**src/design/tohp_pkg.sv**
```systemverilog
package tohp_pkg;

    // Pin function selection of the transmit input port
    typedef enum logic [1:0] {
        TOHP_MODE_CLEAR,
        TOHP_MODE_HDLC,
        TOHP_MODE_PLCP
    } tohp_mode_e;

    // Byte-wide input message state
    typedef enum logic {
        TOHP_MSG_IDLE,
        TOHP_MSG_BUSY
    } tohp_msg_e;

    // Slots of the pin synchroniser vector
    localparam int SYNC_W   = 13;
    localparam int SI_TIC   = 0;
    localparam int SI_ROC   = 1;
    localparam int SI_OHBIT = 2;
    localparam int SI_OHREQ = 3;
    localparam int SI_SER   = 4;
    localparam int SI_DAT0  = 5;
    localparam int SI_DAT7  = 12;

    // Overhead bit spacing and count per outbound frame
    localparam logic [6:0] OH_PERIOD_M1   = 7'h54;
    localparam logic [6:0] OH_WIN_POS     = 7'h53;
    localparam logic [5:0] OH_PER_FRM_M1  = 6'h37;
    localparam logic [5:0] OH_FIRST_IDX   = 6'h00;

    // Demand clock divider, one eighth of the source clock
    localparam logic [2:0] DIV_LAST = 3'h7;
    localparam logic [2:0] DIV_HALF = 3'h3;

endpackage : tohp_pkg

```
**src/design/tohp_sync_if.sv**
```systemverilog
`timescale 1ns/100ps
interface tohp_sync_if #(parameter int W = 1);
    logic [W-1:0] raw;
    logic [W-1:0] lvl;
    logic [W-1:0] rise;
    logic [W-1:0] fall;

    modport sync (input raw, output lvl, output rise, output fall);
    modport user (output raw, input lvl, input rise, input fall);
endinterface : tohp_sync_if

```
**src/design/tohp_pin_sync.sv**
```systemverilog
`timescale 1ns/100ps
module tohp_pin_sync
    import tohp_pkg::*;
#(
    parameter int W = 1
)(
    input  wire logic   core_clk,   // Core clock
    input  wire logic   rst_b,      // Async reset, active low
    tohp_sync_if.sync   sif         // Raw pins in, clean levels out
);

    // Three-stage synchroniser per pin; level follows stages two and three
    for (genvar i = 0; i < W; i++)
    begin : g_bit
        logic [2:0] sh_r;
        logic [2:0] sh_nxt;
        logic       lvl_r;
        logic       lvl_nxt;
        logic       rise_r;
        logic       rise_nxt;
        logic       fall_r;
        logic       fall_nxt;

        // Next shift state and filtered level
        always_comb
        begin
            sh_nxt   = {sh_r[1:0], sif.raw[i]};
            lvl_nxt  = (sh_r[1] == sh_r[2]) ? sh_r[2] : lvl_r;
            rise_nxt = lvl_nxt & ~lvl_r;
            fall_nxt = ~lvl_nxt & lvl_r;
        end

        // Register stage
        always_ff @(posedge core_clk or negedge rst_b)
        begin
            if (!rst_b)
            begin
                sh_r   <= 3'h0;
                lvl_r  <= 1'b0;
                rise_r <= 1'b0;
                fall_r <= 1'b0;
            end
            else
            begin
                sh_r   <= sh_nxt;
                lvl_r  <= lvl_nxt;
                rise_r <= rise_nxt;
                fall_r <= fall_nxt;
            end
        end

        assign sif.lvl[i]  = lvl_r;
        assign sif.rise[i] = rise_r;
        assign sif.fall[i] = fall_r;
    end

endmodule : tohp_pin_sync

```
**src/design/tohp_port.sv**
```systemverilog
`timescale 1ns/100ps
// How it works
// - Window output high one input-clock period just before overhead sampling.
// - Overhead bit latched on the input clock rise after the window.
// - HDLC mode: shared pins form a byte bus, bit seven is MSB.
// - HDLC byte bus sampled on rising edge of our demand clock.
// - Serial pin is payload, path overhead or send request by mode.
// - Clear-channel mode: serial input sampled on each input clock rise except the overhead bit position.
// - Demand clock is input or receive clock divided by eight.
// - Bytes latched while send request high, stop when it drops.
// - Frame pulse one period, with first overhead bit of frame.
module tohp_port
    import tohp_pkg::*;
(
    input  wire logic       core_clk,              // Core clock 20 MHz
    input  wire logic       rst_b,                 // Async reset
    input  wire logic       transmit_input_clock,  // Transmit clock pin
    input  wire logic       receive_output_clock,  // Loop-timing clock pin
    input  tohp_mode_e      mode,                  // Pin function select
    input  wire logic       loop_timing,           // Demand clock source
    input  wire logic       overhead_bit_in,       // External overhead bit
    input  wire logic       overhead_insert_request, // Insert request
    input  wire logic       payload_serial_in,     // Shared serial pin
    input  wire logic [6:0] hdlc_byte_in,          // Byte bus bits 6..0
    input  wire logic       hdlc_byte_in_msb,      // Shared pin, input side
    output logic            overhead_insert_window,   // Pin output value
    output logic            overhead_insert_window_oe_b, // Low = driving
    output logic            overhead_frame_pulse,  // Frame pulse/demand clk
    input  wire logic       internal_oh_bit,       // Generated overhead
    output logic            tx_bit,                // Outbound bit
    output logic            tx_bit_valid,          // Outbound bit strobe
    output logic            tx_bit_is_oh,          // Bit is an overhead bit
    output logic            plcp_poh_bit,          // Path overhead bit
    output logic            plcp_poh_valid,        // Path overhead strobe
    output logic [7:0]      hdlc_byte,             // Latched HDLC byte
    output logic            hdlc_byte_valid,       // HDLC byte strobe
    output logic            hdlc_msg_active,       // Message in progress
    output logic            hdlc_msg_end           // Message closed pulse
);

    tohp_sync_if #(.W(SYNC_W)) sif ();

    // Picks the overhead bit to send
    function automatic logic pick_oh(input logic req, input logic ext,
                                     input logic int_bit);
        pick_oh = req ? ext : int_bit;
    endfunction : pick_oh

    assign sif.raw = {hdlc_byte_in_msb, hdlc_byte_in, payload_serial_in,
                      overhead_insert_request, overhead_bit_in,
                      receive_output_clock, transmit_input_clock};

    tohp_pin_sync #(.W(SYNC_W)) u_sync (
        .core_clk (core_clk),
        .rst_b    (rst_b),
        .sif      (sif)
    );

    logic       tic_rise;
    logic       src_edge;
    logic       is_hdlc;
    logic       dclk_rise;
    logic [6:0] bit_cnt_r, bit_cnt_nxt;
    logic [5:0] oh_idx_r, oh_idx_nxt;
    logic       win_r, win_nxt;
    logic       frm_r, frm_nxt;
    logic       oe_b_r, oe_b_nxt;
    logic [2:0] div_r, div_nxt;
    logic       dclk_r, dclk_nxt;
    logic       pin_r, pin_nxt;
    logic       txb_r, txb_nxt;
    logic       txv_r, txv_nxt;
    logic       txo_r, txo_nxt;
    logic       poh_r, poh_nxt;
    logic       pohv_r, pohv_nxt;
    logic [7:0] byte_r, byte_nxt;
    logic       bytev_r, bytev_nxt;
    logic       end_r, end_nxt;
    tohp_msg_e  msg_r, msg_nxt;

    // Edge selection for the overhead and demand clock timing
    assign tic_rise  = sif.rise[SI_TIC];
    assign is_hdlc   = (mode == TOHP_MODE_HDLC);
    assign src_edge  = is_hdlc &
                       (loop_timing ? sif.rise[SI_ROC] : tic_rise);
    assign dclk_rise = src_edge & (div_r == DIV_LAST);

    // Next-state computation for all port state
    always_comb
    begin
        bit_cnt_nxt = bit_cnt_r;
        oh_idx_nxt  = oh_idx_r;
        win_nxt     = win_r;
        frm_nxt     = frm_r;
        div_nxt     = div_r;
        dclk_nxt    = dclk_r;
        txb_nxt     = txb_r;
        txv_nxt     = 1'b0;
        txo_nxt     = txo_r;
        poh_nxt     = poh_r;
        pohv_nxt    = 1'b0;
        byte_nxt    = byte_r;
        bytev_nxt   = 1'b0;
        end_nxt     = 1'b0;
        msg_nxt     = msg_r;
        oe_b_nxt    = is_hdlc;
        if (!is_hdlc && tic_rise)
        begin
            // Window and frame pulse span one input clock period
            win_nxt = (bit_cnt_r == OH_WIN_POS);
            frm_nxt = (bit_cnt_r == OH_WIN_POS) &&
                      (oh_idx_r == OH_FIRST_IDX);
            txv_nxt = 1'b1;
            if (bit_cnt_r == OH_PERIOD_M1)
            begin
                bit_cnt_nxt = 7'h00;
                oh_idx_nxt  = (oh_idx_r == OH_PER_FRM_M1) ?
                              OH_FIRST_IDX : oh_idx_r + 6'h01;
                txo_nxt     = 1'b1;
                txb_nxt     = pick_oh(sif.lvl[SI_OHREQ], sif.lvl[SI_OHBIT],
                                      internal_oh_bit);
            end
            else
            begin
                bit_cnt_nxt = bit_cnt_r + 7'h01;
                txo_nxt     = 1'b0;
                txb_nxt     = sif.lvl[SI_SER];
                txv_nxt     = (mode == TOHP_MODE_CLEAR);
            end
            if (mode == TOHP_MODE_PLCP)
            begin
                poh_nxt  = sif.lvl[SI_SER];
                pohv_nxt = 1'b1;
            end
        end
        if (is_hdlc)
        begin
            win_nxt = 1'b0;
            frm_nxt = 1'b0;
            if (src_edge)
            begin
                div_nxt = div_r + 3'h1;
                if (div_r == DIV_LAST)
                    dclk_nxt = 1'b1;
                else if (div_r == DIV_HALF)
                    dclk_nxt = 1'b0;
            end
        end
        else
        begin
            div_nxt  = 3'h0;
            dclk_nxt = 1'b0;
        end
        // Message state: latch only while the send request is high
        case (msg_r)
            TOHP_MSG_IDLE:
            begin
                if (is_hdlc && dclk_rise && sif.lvl[SI_SER])
                begin
                    msg_nxt   = TOHP_MSG_BUSY;
                    byte_nxt  = sif.lvl[SI_DAT7:SI_DAT0];
                    bytev_nxt = 1'b1;
                end
            end
            TOHP_MSG_BUSY:
            begin
                if (!is_hdlc || !sif.lvl[SI_SER])
                begin
                    msg_nxt = TOHP_MSG_IDLE;
                    end_nxt = 1'b1;
                end
                else if (dclk_rise)
                begin
                    byte_nxt  = sif.lvl[SI_DAT7:SI_DAT0];
                    bytev_nxt = 1'b1;
                end
            end
            default: msg_nxt = TOHP_MSG_IDLE;
        endcase
        pin_nxt = is_hdlc ? dclk_nxt : frm_nxt;
    end

    // Register stage
    always_ff @(posedge core_clk or negedge rst_b)
    begin
        if (!rst_b)
        begin
            bit_cnt_r <= 7'h00;
            oh_idx_r  <= 6'h00;
            win_r     <= 1'b0;
            frm_r     <= 1'b0;
            oe_b_r    <= 1'b0;
            div_r     <= 3'h0;
            dclk_r    <= 1'b0;
            pin_r     <= 1'b0;
            txb_r     <= 1'b0;
            txv_r     <= 1'b0;
            txo_r     <= 1'b0;
            poh_r     <= 1'b0;
            pohv_r    <= 1'b0;
            byte_r    <= 8'h00;
            bytev_r   <= 1'b0;
            end_r     <= 1'b0;
            msg_r     <= TOHP_MSG_IDLE;
        end
        else
        begin
            bit_cnt_r <= bit_cnt_nxt;
            oh_idx_r  <= oh_idx_nxt;
            win_r     <= win_nxt;
            frm_r     <= frm_nxt;
            oe_b_r    <= oe_b_nxt;
            div_r     <= div_nxt;
            dclk_r    <= dclk_nxt;
            pin_r     <= pin_nxt;
            txb_r     <= txb_nxt;
            txv_r     <= txv_nxt;
            txo_r     <= txo_nxt;
            poh_r     <= poh_nxt;
            pohv_r    <= pohv_nxt;
            byte_r    <= byte_nxt;
            bytev_r   <= bytev_nxt;
            end_r     <= end_nxt;
            msg_r     <= msg_nxt;
        end
    end

    // Outputs straight from flops
    assign overhead_insert_window      = win_r;
    assign overhead_insert_window_oe_b = oe_b_r;
    assign overhead_frame_pulse        = pin_r;
    assign tx_bit          = txb_r;
    assign tx_bit_valid    = txv_r;
    assign tx_bit_is_oh    = txo_r;
    assign plcp_poh_bit    = poh_r;
    assign plcp_poh_valid  = pohv_r;
    assign hdlc_byte       = byte_r;
    assign hdlc_byte_valid = bytev_r;
    assign hdlc_msg_active = (msg_r == TOHP_MSG_BUSY);
    assign hdlc_msg_end    = end_r;
endmodule : tohp_port

```
**config.mk**
```make
export PLATFORM = sky130hd
export DESIGN_NAME = tohp_port
export DESIGN_NICKNAME = d
export VERILOG_FILES = /design/src/design/tohp_pkg.sv /design/src/design/tohp_sync_if.sv /design/src/design/tohp_pin_sync.sv /design/src/design/tohp_port.sv
export SDC_FILE = /design/constraint.sdc
export NUM_CORES = 1
export LEC_CHECK = 0
export BUFFER_PORTS_ARGS = -buffer_cell sky130_fd_sc_hd__buf_2
export CORE_MARGIN = 10
export CORE_UTILIZATION = 35
export CTS_CLUSTER_DIAMETER = 50
export DETAILED_ROUTE_END_ITERATION = 10
export PLACE_DENSITY = 0.58
export SYNTH_ARGS = -nofsm -noshare
export SYNTH_HDL_FRONTEND = slang
export SYNTH_SLANG_ARGS = --single-unit
```
**constraint.sdc**
```tcl
create_clock -name core_clk -period 5.25 [get_ports core_clk]
set_input_delay 0.2625 -clock core_clk [delete_from_list [all_inputs] [get_ports core_clk]]
set_output_delay 0.2625 -clock core_clk [all_outputs]
set_load 0.005 [all_outputs]
```
* Word-level counts from Yosys, hierarchy flattened
Cells that the tools add are included.
Cells by class: equality and inequality tests 24, multiplexer cells 35, add/sub/neg operators 3, reduce and logical (&&, ||, !) cells 13, bitwise logic cells 7
Operators with widths (count):
- 1-bit 2-to-1 mux | 25
- 8-bit 2-to-1 mux | 3
- 8-bit case mux with 2 select lines | 1
- 7-bit == test (second input constant) | 2
- 1-bit == test | 13
- 2-bit inequality test (second input constant) | 4
- 7-bit by 1-bit adder with 7-bit output (second input constant) | 1
- 7-bit 2-to-1 mux | 1
- 6-bit by 1-bit adder with 6-bit output (second input constant) | 1
- 6-bit == test (second input constant) | 1
- 6-bit zero test | 1
- 3-bit 2-to-1 mux | 2
- 6-bit 2-to-1 mux | 1
- 1-bit bitwise AND | 4
- 1-bit logical AND | 4
- 1-bit case mux with 2 select lines | 2
- 2-bit AND reduction | 2
- 3-bit by 1-bit adder with 3-bit output (second input constant) | 1
- 3-bit by 2-bit == test with 1-bit output (second input constant) | 1
- 3-bit == test (second input constant) | 1
- 1-bit inverter | 3
- 3-bit AND reduction | 1
- 2-bit by 1-bit == test with 1-bit output (second input constant) | 1
- 2-bit == test (second input constant) | 1
- 4 further kinds | 5
Storage, ports and cells: logic and storage cells 127, output and inout bits 19, input port bits 19, flip-flop bits (word level) 91

* Longest topological paths before layout
Gate-level depths: netlist of run 1.
word-level depth 7, gate-level depth with buffers 7

* By module
Synthesis of run 1 repeated with hierarchy kept, for this count alone.
Second synthesis, totals: cells, all modules 305, area total of the unflattened synthesis 4282.9 µm²
By module, submodules not included:
- tohp_pin_sync | cells each 156, area an instance 2603.7 µm², times used 1
- tohp_port | cells each 149, area an instance 1679.1 µm², times used 1

* Worst setup path after synthesis of run 1
Ideal clock, no wire load.
path kind reg2reg, start register bit_cnt_r[3], end register oh_idx_r[3], cell stages (with the launch flop) 6, library setup time 132 ps, path slack 3543 ps, buffers on the path 1, arrival 1574 ps, cells stage by stage dfrtp_1 -> nand4bb_1 -> or4_4 -> buf_6 -> o21ai_0 -> o41ai_2
Between the ends: longest elaborated chain between the ends 2
Ends and longest elaborated chain:
- start, declared | line tohp_port.sv:63 | logic [6:0] bit_cnt_r, bit_cnt_nxt;
- start signal, assigned | line tohp_port.sv:208 | bit_cnt_r <= bit_cnt_nxt;
- 7-bit == test | line tohp_port.sv:114 | if (bit_cnt_r == OH_PERIOD_M1)
- 2-bit AND reduction (no source line)
- end signal, assigned | line tohp_port.sv:209 | oh_idx_r <= oh_idx_nxt;
- end, declared | line tohp_port.sv:64 | logic [5:0] oh_idx_r, oh_idx_nxt;
Every way passes these cells. A chain may end at the register's enable or synchronous reset.

* Final worst setup path of run 1
start register bit_cnt_r[3], end register oh_idx_r[5]
Same word-level chain as after synthesis.

==> impl_metrics.tcl, run 1 <==
set metrics [dict create \
    clock.fmax_ghz 0.558 \
    syn_nets 241 \
    grt_usage_pct 8.85 \
    cts.root.buffer_cell "clkbuf_8" \
    power.switching_uw 320 \
    grt_overflow_total 0 \
    dp_slack_ns 3.41 \
    fin_crit_sh_pct 34.1 \
    power_frac_comb_pct 7.1 \
    via_count 1779 \
    ir_worst_vdd_uv 169 \
    setup.worst_path.start_class "register" \
    core-area_sq_um 8760 \
    p_leak_uw 0.00182 \
    rsz0062_at_grt "no" \
    numCtsBuffers 9 \
    clock_path_buffers 2 \
    power_switching_share_pct 23.1 \
    grt_max_degree 57 \
    synth-edff-count 0 \
    hp-class "input port to register" \
    area_delta_synth_final_pct 20.8 \
    drtPass1Iterations 4 \
    cts_tree "built" \
    ys_ff_latch 91 \
    synth_top_area_cell "dfrtp_1" \
    relSlewSlack_pct 53.5 \
    end_kind "register" \
    status "completed" \
    die_h_um 115 \
    cts.sinks 91 \
    final_util_pct 43.8 \
    ioPinCount 38 \
    clkPwrFrac_pct 36.5 \
    p_per_area_nw_per_um2 361 \
    n_antenna_cell 0 \
    drc 0 \
    h-tree-depth 3 \
    tightest_slew_ns 0.697 \
    syn_area_per_cell_sq_um 14.7 \
    p_seq_share_pct 56.5 \
    drt_iter0_drc 50 \
    drive_gt1_share_pct 25.3 \
    synthCells 216 \
    fp-row-count 34 \
    fin_setup_tns_ns 0 \
    fin_nets 301 \
    min_period_ns 1.79 \
    async_flop_share_pct 100 \
    fin_ws_ns 3.46 \
    grt_pass1_wl_um 9200 \
    synth_top_area_share_pct 71.7 \
    drv_slew 0 \
    setup_viol 0 \
    mappedNetlistArea_sq_um 3170 \
    wirelength_um 5330 \
    required_ns 5.50 \
    r2r_slack_ns 3.46 \
    finalHoldViolCount 0 \
    gp_congestion 0.743 \
    post_cts_buffers 0 \
    dieArea_sq_um 13300 \
    grt_pass1_vias 1847 \
    internal_power_uw 1060 \
    path_cells "nand4bb_1, or4_4, o21bai_1, a21o_1" \
    dieWidth_um 115 \
    path_max_fanout 11 \
    critical_path_class "register to register" \
    max_stage_delay_ns 0.62 \
    crit_slowest_cell "or4_4" \
    antenna_left 0 \
    synthTopCellsByArea "dfrtp_1 72%, maj3_1 4.1%, mux2_2 3.9%" \
    total_power_uw 1380 \
    wl_per_cell_um 13.7 \
    yosysWarnings 0 \
    cap_violations 0 \
    vias_per_cell 4.57 \
    synth_common_cells "91 x dfrtp_1, 13 x maj3_1, 12 x nand2_1, 12 x nor2_1, 11 x mux2_2" \
    crit_family "simple AND/OR/NAND/NOR gates" \
    nFillCells 795 \
    clk_latency_ns 0.36 \
    fin_worst_skew_ns 0.0119 \
    synthDistinctLibCells 36 \
    portBuffers 37 \
    start_util_pct 36.2 \
    hpwl_um 3560 \
    critPathBufInv 0 \
    synth_most_common_cell "dfrtp_1" \
    cp.arrival_ns 2.04 \
    synth_top_flop_cell "dfrtp_1" \
    clk_pin_slew_ns 0.08 \
    synth_seq_area_share_pct 71.7 \
    antenna_found_initial 0 \
]
## final cells by class
class | instances | area (sq um) | area share [%]
Clock buffer | 10 | 128 | 3.33
Clock inverter | 6 | 88.8 | 2.32
Inverter | 9 | 36.3 | 0.946
Multi-Input combinational cell | 113 | 835 | 21.8
Sequential cell | 91 | 2280 | 59.4
Tap cell | 108 | 135 | 3.52
Timing Repair Buffer | 52 | 335 | 8.74
## metal layers
layer  wire (um)  track usage, %  share of wire, %  up-vias
met5           0               0                 0        -
met4          90            3.96               1.7        0
met3         403            4.69               7.6        9
met2        2270            11.6                43       35
met1        2570            11.8                48      865
li1            -               -                 -      870
## state kept, by name, summed over array words and instances (netlist names)
signal,count
bit_cnt_r,7
dclk_r,1
div_r,3
frm_r,1
hdlc_byte,8
hdlc_byte_valid,1
hdlc_msg_active,1
hdlc_msg_end,1
oh_idx_r,6
overhead_frame_pulse,1
overhead_insert_window,1
overhead_insert_window_oe_b,1
plcp_poh_bit,1
plcp_poh_valid,1
tx_bit,1
tx_bit_is_oh,1
tx_bit_valid,1
u_sync.g_bit.lvl_r,13
u_sync.g_bit.rise_r,2
u_sync.g_bit.sh_r,39
## layout by cell type, fill, tap and decap left out, drive strengths merged, types with 2 or more instances in the layout
| master | Yosys | final |
|---|---|---|
| a21o | 2 | 2 |
| a21oi | 7 | 7 |
| a31oi | 2 | 2 |
| and3 | 2 | 2 |
| and3b | 2 | 2 |
| buf | 2 | 38 |
| bufinv | 0 | 2 |
| clkbuf | 1 | 10 |
| clkinvlp | 0 | 2 |
| dfrtp | 91 | 91 |
| dlygate4sd3 | 0 | 14 |
| ha | 6 | 6 |
| inv | 9 | 10 |
| maj3 | 13 | 13 |
| mux2 | 11 | 11 |
| mux2i | 5 | 5 |
| nand2 | 12 | 12 |
| nand2b | 3 | 3 |
| nand3 | 8 | 8 |
| nand4 | 2 | 2 |
| nand4bb | 2 | 2 |
| nor2 | 12 | 12 |
| nor3 | 2 | 2 |
| nor4 | 2 | 2 |
| o21ai | 6 | 6 |
| o21bai | 2 | 2 |
| or2 | 2 | 2 |
| xor2 | 2 | 2 |
## timing repair
item | in CTS | in global routing
hold endpoints to repair | 46 | 2
gates resized for setup | 0 | 0
hold buffers | 12 | 2
endpoints found under the setup margin | 0 | 0
## through the flow
stage	instances	area [sq um]	hold slack (ns)
6_report	389	3830	0.130
5_1_grt	389	3830	0.101
4_1_cts	387	3810	0.000253
3_5_place_dp	359	3480	0.243
3_3_place_gp	359	3480	0.232
2_1_floorplan	216	3170	-0.0331
## power by group through the flow
stage | Sequential, uW | Combinational (uW) | Clock (uW)
after global routing | 791 | 113 | 556
after CTS | 783 | 99.4 | 527
final | 782 | 97.7 | 505
after floorplan | 787 | 54.3 | 0
after detailed placement | 796 | 91.4 | 0
after global placement | 794 | 89.6 | 0
## cell families after synthesis
kind of cell / after synthesis / synth area share [%]
XOR/XNOR: 3 / 0.828
buffers and inverters: 12 / 1.97
multiplexers: 16 / 5.48
AND/OR/NAND/NOR: 53 / 9.11
flip-flops: 91 / 71.7
adder cells (fa/ha/maj): 19 / 6.46
AO/OA/AOI/OAI: 22 / 4.41
## final timing paths
check,from,endpoint,cells past startpoint
min in group asynchronous,rst_b,u_sync.g_bit[12].sh_r[1],2
max reg2reg,bit_cnt_r[3],oh_idx_r[5],4
max,bit_cnt_r[3],oh_idx_r[5],4
min,mode[1],tx_bit_valid,2
min reg2reg,u_sync.g_bit[11].sh_r[0],u_sync.g_bit[11].sh_r[1],0
max in group asynchronous,rst_b,tx_bit,3
Power figures use the tool's default switching activity.
==> run 2: changes to the inputs <==
Settings changed: ABC_AREA set to 1, PLACE_DENSITY 0.58 to 0.57.
Clock period 5.25 ns to 1.7 ns, I/O delays scaled along.
==> run 2 against run 1 <==
Net effect:
- power rose to 3.1 times the previous value
- sequential power grew to 3.1 times the previous value
- combinational power rose to 4.0 times the previous value
- non-clock buffer count up 3
==> impl_metrics.tcl, run 2 <==
set metrics [dict create \
    n_antenna_cell 0 \
    antenna_left 0 \
    yosysWarnings 0 \
    cap_violations 0 \
    cts.root.buffer_cell "clkbuf_8" \
    required_ns 1.95 \
    synth_top_area_cell "dfrtp_1" \
    syn_area_per_cell_sq_um 11.7 \
    area_delta_synth_final_pct 21.8 \
    via_count 1993 \
    fin_setup_tns_ns 0 \
    synthCells 282 \
    min_to "plcp_poh_valid" \
    fin_nets 372 \
    ioPinCount 38 \
    drtPass1Iterations 4 \
    p_leak_uw 0.00207 \
    synth_most_common_cell "dfrtp_1" \
    drive_gt1_share_pct 20.2 \
    hpwl_um 4010 \
    grt_max_degree 37 \
    numCtsBuffers 9 \
    async_flop_share_pct 100 \
    reg2regPathDepth 6 \
    post_cts_buffers 0 \
    drt_iter0_drc 64 \
    power_frac_comb_pct 9.2 \
    final_common_cell "dfrtp_1" \
    drc 0 \
    synthDistinctLibCells 28 \
    r2r_start "div_r[0]" \
    hold_depth 4 \
    cp.arrival_ns 1.62 \
    setup.worst_path.start_class "register" \
    synth-edff-count 0 \
    tightest_slew_ns 0.466 \
    synthTopCellsByArea "dfrtp_1 69%, nand2_1 8.6%, maj3_1 3.9%" \
    hp-start "mode[0]" \
    h-tree-depth 3 \
    cts_tree "built" \
    clkPwrFrac_pct 33.1 \
    start_util_pct 35.8 \
    grt_pass1_vias 2126 \
    grt_pass1_wl_um 9980 \
    status "completed" \
    fin_crit_sh_pct 80.6 \
    largest_register_ff_count 39 \
    core-area_sq_um 9240 \
    mostFrequentLayoutCells "91 x dfrtp_1, 76 x nand2_1, 36 x buf_2" \
    dieArea_sq_um 13700 \
    synth_top_flop_cell "dfrtp_1" \
    clk_latency_ns 0.36 \
    mappedNetlistArea_sq_um 3310 \
    cts.sinks 91 \
    dieWidth_um 117 \
    wl_per_cell_um 11.8 \
    vias_per_cell 4.14 \
    p_per_area_nw_per_um2 1050 \
    end_kind "register" \
    fin_worst_skew_ns 0.0130 \
    fp-row-count 35 \
    antenna_found_initial 0 \
    path_cells "ha_1, ha_1, nand4_4, clkinv_4, nand2_1, nand2_1" \
    synth_seq_area_share_pct 68.9 \
    internal_power_uw 3080 \
    max_stage_delay_ns 0.41 \
    setup_viol 0 \
    clock.fmax_ghz 0.730 \
    crit_slowest_cell "dfrtp_1" \
    power_switching_share_pct 27.2 \
    min_period_ns 1.37 \
    critical_path_class "register to register" \
    die_h_um 117 \
    grt_overflow_total 0 \
    p_seq_share_pct 57.7 \
    clk_pin_slew_ns 0.09 \
    relSlewSlack_pct 68.9 \
    hp-class "input port to register" \
    clock_path_buffers 2 \
    synth_top_area_share_pct 68.9 \
    syn_nets 307 \
    rsz0062_at_grt "no" \
    wirelength_um 5650 \
    path_max_fanout 10 \
    fin_hold_ws_ns 0.0373 \
    r2r_slack_ns 0.33 \
    ir_worst_vdd_uv 485 \
    grt_usage_pct 9.20 \
    power.switching_uw 1150 \
    r2r_end "hdlc_byte[1]" \
    regMostFlops "u_sync.g_bit.sh_r" \
    gp_congestion 0.790 \
    drv_slew 0 \
    synth_common_cells "91 x dfrtp_1, 76 x nand2_1, 22 x inv_1" \
    portBuffers 37 \
    nFillCells 889 \
    finalHoldViolCount 0 \
    startpoint "div_r[0]" \
    ys_ff_latch 91 \
]
## run 2: per-layer routing
metal | vias up | wire length, um | global-route usage (%) | share of wire, %
met2 | 31 | 2510 | 13.9 | 44
met5 | - | 0 | 0 | 0
met3 | 10 | 190 | 2.70 | 3.4
li1 | 1032 | - | - | -
met4 | 0 | 106 | 4.45 | 1.9
met1 | 920 | 2840 | 11.8 | 50
## run 2: worst max-delay path: cells and delay by family, from the launching register on
kind / cells / cell delay [ns]
buf+inv: 1 / 0.12
flops: 1 / 0.41
simple gates: 3 / 0.28
fa+ha+maj: 2 / 0.46
## run 2: how the worst max path moves through the flow
| stage | end | slack (ns) | depth (start not counted) |
|---|---|---|---|
| 2_1_floorplan | hdlc_byte[0] | 0.45 | 6 |
| 3_3_place_gp | hdlc_byte[1] | 0.38 | 6 |
| 3_5_place_dp | hdlc_byte[7] | 0.34 | 6 |
| 4_1_cts | hdlc_byte[7] | 0.34 | 6 |
| 5_1_grt | hdlc_byte[3] | 0.23 | 6 |
| 6_report | hdlc_byte[1] | 0.33 | 6 |
## run 2: kinds of logic (layout without fill, tap and decap cells)
| group | count (synthesis) | in the layout | synth area share (%) |
|---|---|---|---|
| simple gates | 123 | 123 | 17.0 |
| buf+inv | 29 | 99 | 3.82 |
| fa+ha+maj | 19 | 19 | 6.20 |
| flops | 91 | 91 | 68.9 |
| compound gates | 15 | 15 | 2.76 |
| xor+xnor | 5 | 5 | 1.32 |
## run 2: cell type report
class                   instances  area (sq um)  area share (%)
inverters                      28           123            3.04
well taps                     129           161            4.01
clock buffers                  10           138            3.42
multi-input cells             162           903            22.4
flip-flops and latches         91          2280            56.5
clock inverters                 6          52.6            1.30
repair buffers                 55           373            9.26
## run 2: power groups by stage
stage	clock network (uW)	logic, uW	registers (uW)
2_1_floorplan	0	233	2450
3_3_place_gp	0	362	2480
3_5_place_dp	0	374	2480
4_1_cts	1460	400	2440
5_1_grt	1550	457	2460
6_report	1400	391	2440
## run 2: stage by stage
stage          area (sq um)  setup slack [ns]  total power [uW]  util [%]  cells
2_1_floorplan          3310             0.453              2690         -    282
3_3_place_gp           3690             0.377              2840      39.9    450
3_5_place_dp           3690             0.338              2860      39.9    450
4_1_cts                4030             0.335              4300      43.6    481
5_1_grt                4030             0.226              4480      43.6    481
6_report               4030             0.329              4230      43.6    481
## run 2: repair_timing
item,in CTS,in global routing
resized for setup,0,0
endpoints found under the hold margin,47,0
hold buffers,15,0
==> run 3: changes to the inputs <==
Settings changed: PLACE_DENSITY 0.57 to 0.59.
Clock period 1.7 ns to 1.15 ns, I/O delays scaled along.
==> run 3 against run 2 <==
Net effect:
- sequential cell count unchanged
- maximum frequency is 9.4% higher
- power increased by 56%
- core utilization is 3.5 points higher
- critical path type unchanged
- the run now ends with setup timing left
- setup slack got worse by 0.43 ns
- clock power increased by 49%
- largest power group unchanged
- combinational power up 130%
==> impl_metrics.tcl, run 3 (synthesis results as in run 2) <==
set metrics [dict create \
    status "finished with violations" \
    violations "setup timing" \
    power.switching_uw 1840 \
    cts.sinks 91 \
    regMostFlops "u_sync.g_bit.sh_r" \
    r2r_slack_ns -0.10 \
    register_area_sq_um 2280 \
    grt_overflow_total 0 \
    startpoint "bit_cnt_r[1]" \
    gp_congestion 0.746 \
    placedInstanceArea_sq_um 3830 \
    grt_pass1_wl_um 10400 \
    largest_register_ff_count 39 \
    relSlewSlack_pct 80.0 \
    power_frac_comb_pct 13.9 \
    p_leak_uw 0.00221 \
    fin_area_sq_um 4350 \
    portBuffers 37 \
    final_common_cell "dfrtp_1" \
    fin_ws_ns -0.102 \
    r2r_start "bit_cnt_r[1]" \
    fin_worst_skew_ns 0.0122 \
    drtPass1Iterations 4 \
    multi_input_area_sq_um 1030 \
    antenna_left 0 \
    grt_max_degree 60 \
    fin_nets 397 \
    power_switching_share_pct 27.8 \
    fp-row-count 35 \
    core-area_sq_um 9240 \
    drt_iter0_drc 80 \
    setup.worst_path.start_class "register" \
    wirelength_um 6040 \
    path_max_fanout 4 \
    ioPinCount 38 \
    clock.fmax_ghz 0.799 \
    rsz0062_at_grt "yes" \
    drv_slew 0 \
    die_h_um 117 \
    hpwl_um 4020 \
    area_delta_synth_final_pct 31.6 \
    clk_latency_ns 0.36 \
    fin_hold_ws_ns 0.0342 \
    via_count 2148 \
    dieWidth_um 117 \
    setup_viol 21 \
    numCtsBuffers 9 \
    p_per_area_nw_per_um2 1520 \
    tightest_slew_ns 0.300 \
    clock_path_buffers 2 \
    vias_per_cell 4.25 \
    dieArea_sq_um 13700 \
    drive_gt1_share_pct 32.4 \
    finalHoldViolCount 0 \
    cap_violations 0 \
    r2r_end "oh_idx_r[4]" \
    internal_power_uw 4770 \
    critPathMostFrequentCell "nand2_1" \
    grt_usage_pct 9.71 \
    antenna_found_initial 0 \
    critical_path_class "register to register" \
    fin_crit_sh_pct 109 \
    drc 0 \
    cts.root.buffer_cell "clkbuf_8" \
    cp.arrival_ns 1.51 \
    cts_tree "built" \
    required_ns 1.41 \
    min_period_ns 1.25 \
    total_power_uw 6610 \
    wl_per_cell_um 11.9 \
    start_util_pct 35.8 \
    critPathCapture "oh_idx_r[4]" \
    max_stage_delay_ns 0.41 \
    h-tree-depth 3 \
    hp-class "input port to register" \
    n_antenna_cell 0 \
    reg2regPathDepth 8 \
    crit_slowest_cell "dfrtp_1" \
    grt_pass1_vias 2197 \
    end_kind "register" \
    path_cells "inv_2, ha_4, nand3_4, nor2_4, buf_4, nand2_4, nand2_1, nand2_1" \
    ir_worst_vdd_uv 671 \
    mostFrequentLayoutCells "89 x dfrtp_1, 65 x nand2_1, 36 x buf_2" \
    nFillCells 828 \
    clkPwrFrac_pct 31.5 \
    clk_pin_slew_ns 0.10 \
    p_seq_share_pct 54.6 \
]
-- run 3: power by group through the flow --
stage | sequential [uW] | clock [uW] | combinational (uW)
6_report | 3610 | 2080 | 917
4_1_cts | 3600 | 2170 | 832
3_5_place_dp | 3660 | 0 | 725
2_1_floorplan | 3640 | 0 | 386
5_1_grt | 3650 | 2300 | 1030
3_3_place_gp | 3640 | 0 | 705
-- run 3: worst max-delay path: cells and delay by family (launching register included) --
kind	cells	cell delay, ns
DFF	1	0.41
and+or+nand+nor	5	0.36
buffers and inverters	2	0.23
adders and majority gates	1	0.14
-- run 3: metrics by stage --
| step | instances | TNS (ns) | util [%] | setup WS [ns] |
|---|---|---|---|---|
| finish | 506 | -1.25 | 47.1 | -0.102 |
| detailed placement | 464 | -1.85 | 41.4 | -0.130 |
| CTS | 502 | -1.48 | 46.2 | -0.111 |
| global route | 506 | -3.41 | 47.1 | -0.176 |
| floorplan | 282 | -0.0121 | - | -0.00617 |
| global placement | 464 | -1.26 | 41.4 | -0.107 |
-- run 3: area by class of cell --
cell class	count	area share (%)
sequential	91	52.4
multi-input combinational	164	23.7
timing repair buffer	77	12.7
tap	129	3.71
clock buffer	10	3.16
inverter	28	2.82
clock inverter	6	1.24
timing repair inverter	1	0.201
-- run 3: how the worst min path moves through the flow --
stage	startpoint	end	slack (ns)	depth (start not counted)
global placement	rst_b	u_sync.g_bit[2].sh_r[1]	0.05	2
CTS	mode[0]	plcp_poh_valid	0.02	4
detailed placement	rst_b	u_sync.g_bit[3].sh_r[2]	0.05	2
floorplan	rst_b	bit_cnt_r[0]	-0.24	0
global route	mode[0]	plcp_poh_valid	0.05	4
finish	mode[0]	plcp_poh_valid	0.03	4
-- run 3: repair_timing --
| item | CTS | global route |
|---|---|---|
| pin swaps | 4 | 2 |
| gates cloned | 3 | 0 |
| gates resized for setup | 14 | 16 |
| buffers inserted | 4 | 4 |
| setup endpoints to repair | 24 | 28 |
| hold endpoints to repair | 105 | 0 |
| hold buffers | 15 | 0 |
-- run 3: routing by layer --
metal	routed length, um	up-vias	track usage (%)
li1	-	1093	-
met2	2850	26	14.6
met1	2830	1023	12.4
met3	244	6	3.06
met5	0	-	0
met4	107	0	4.70
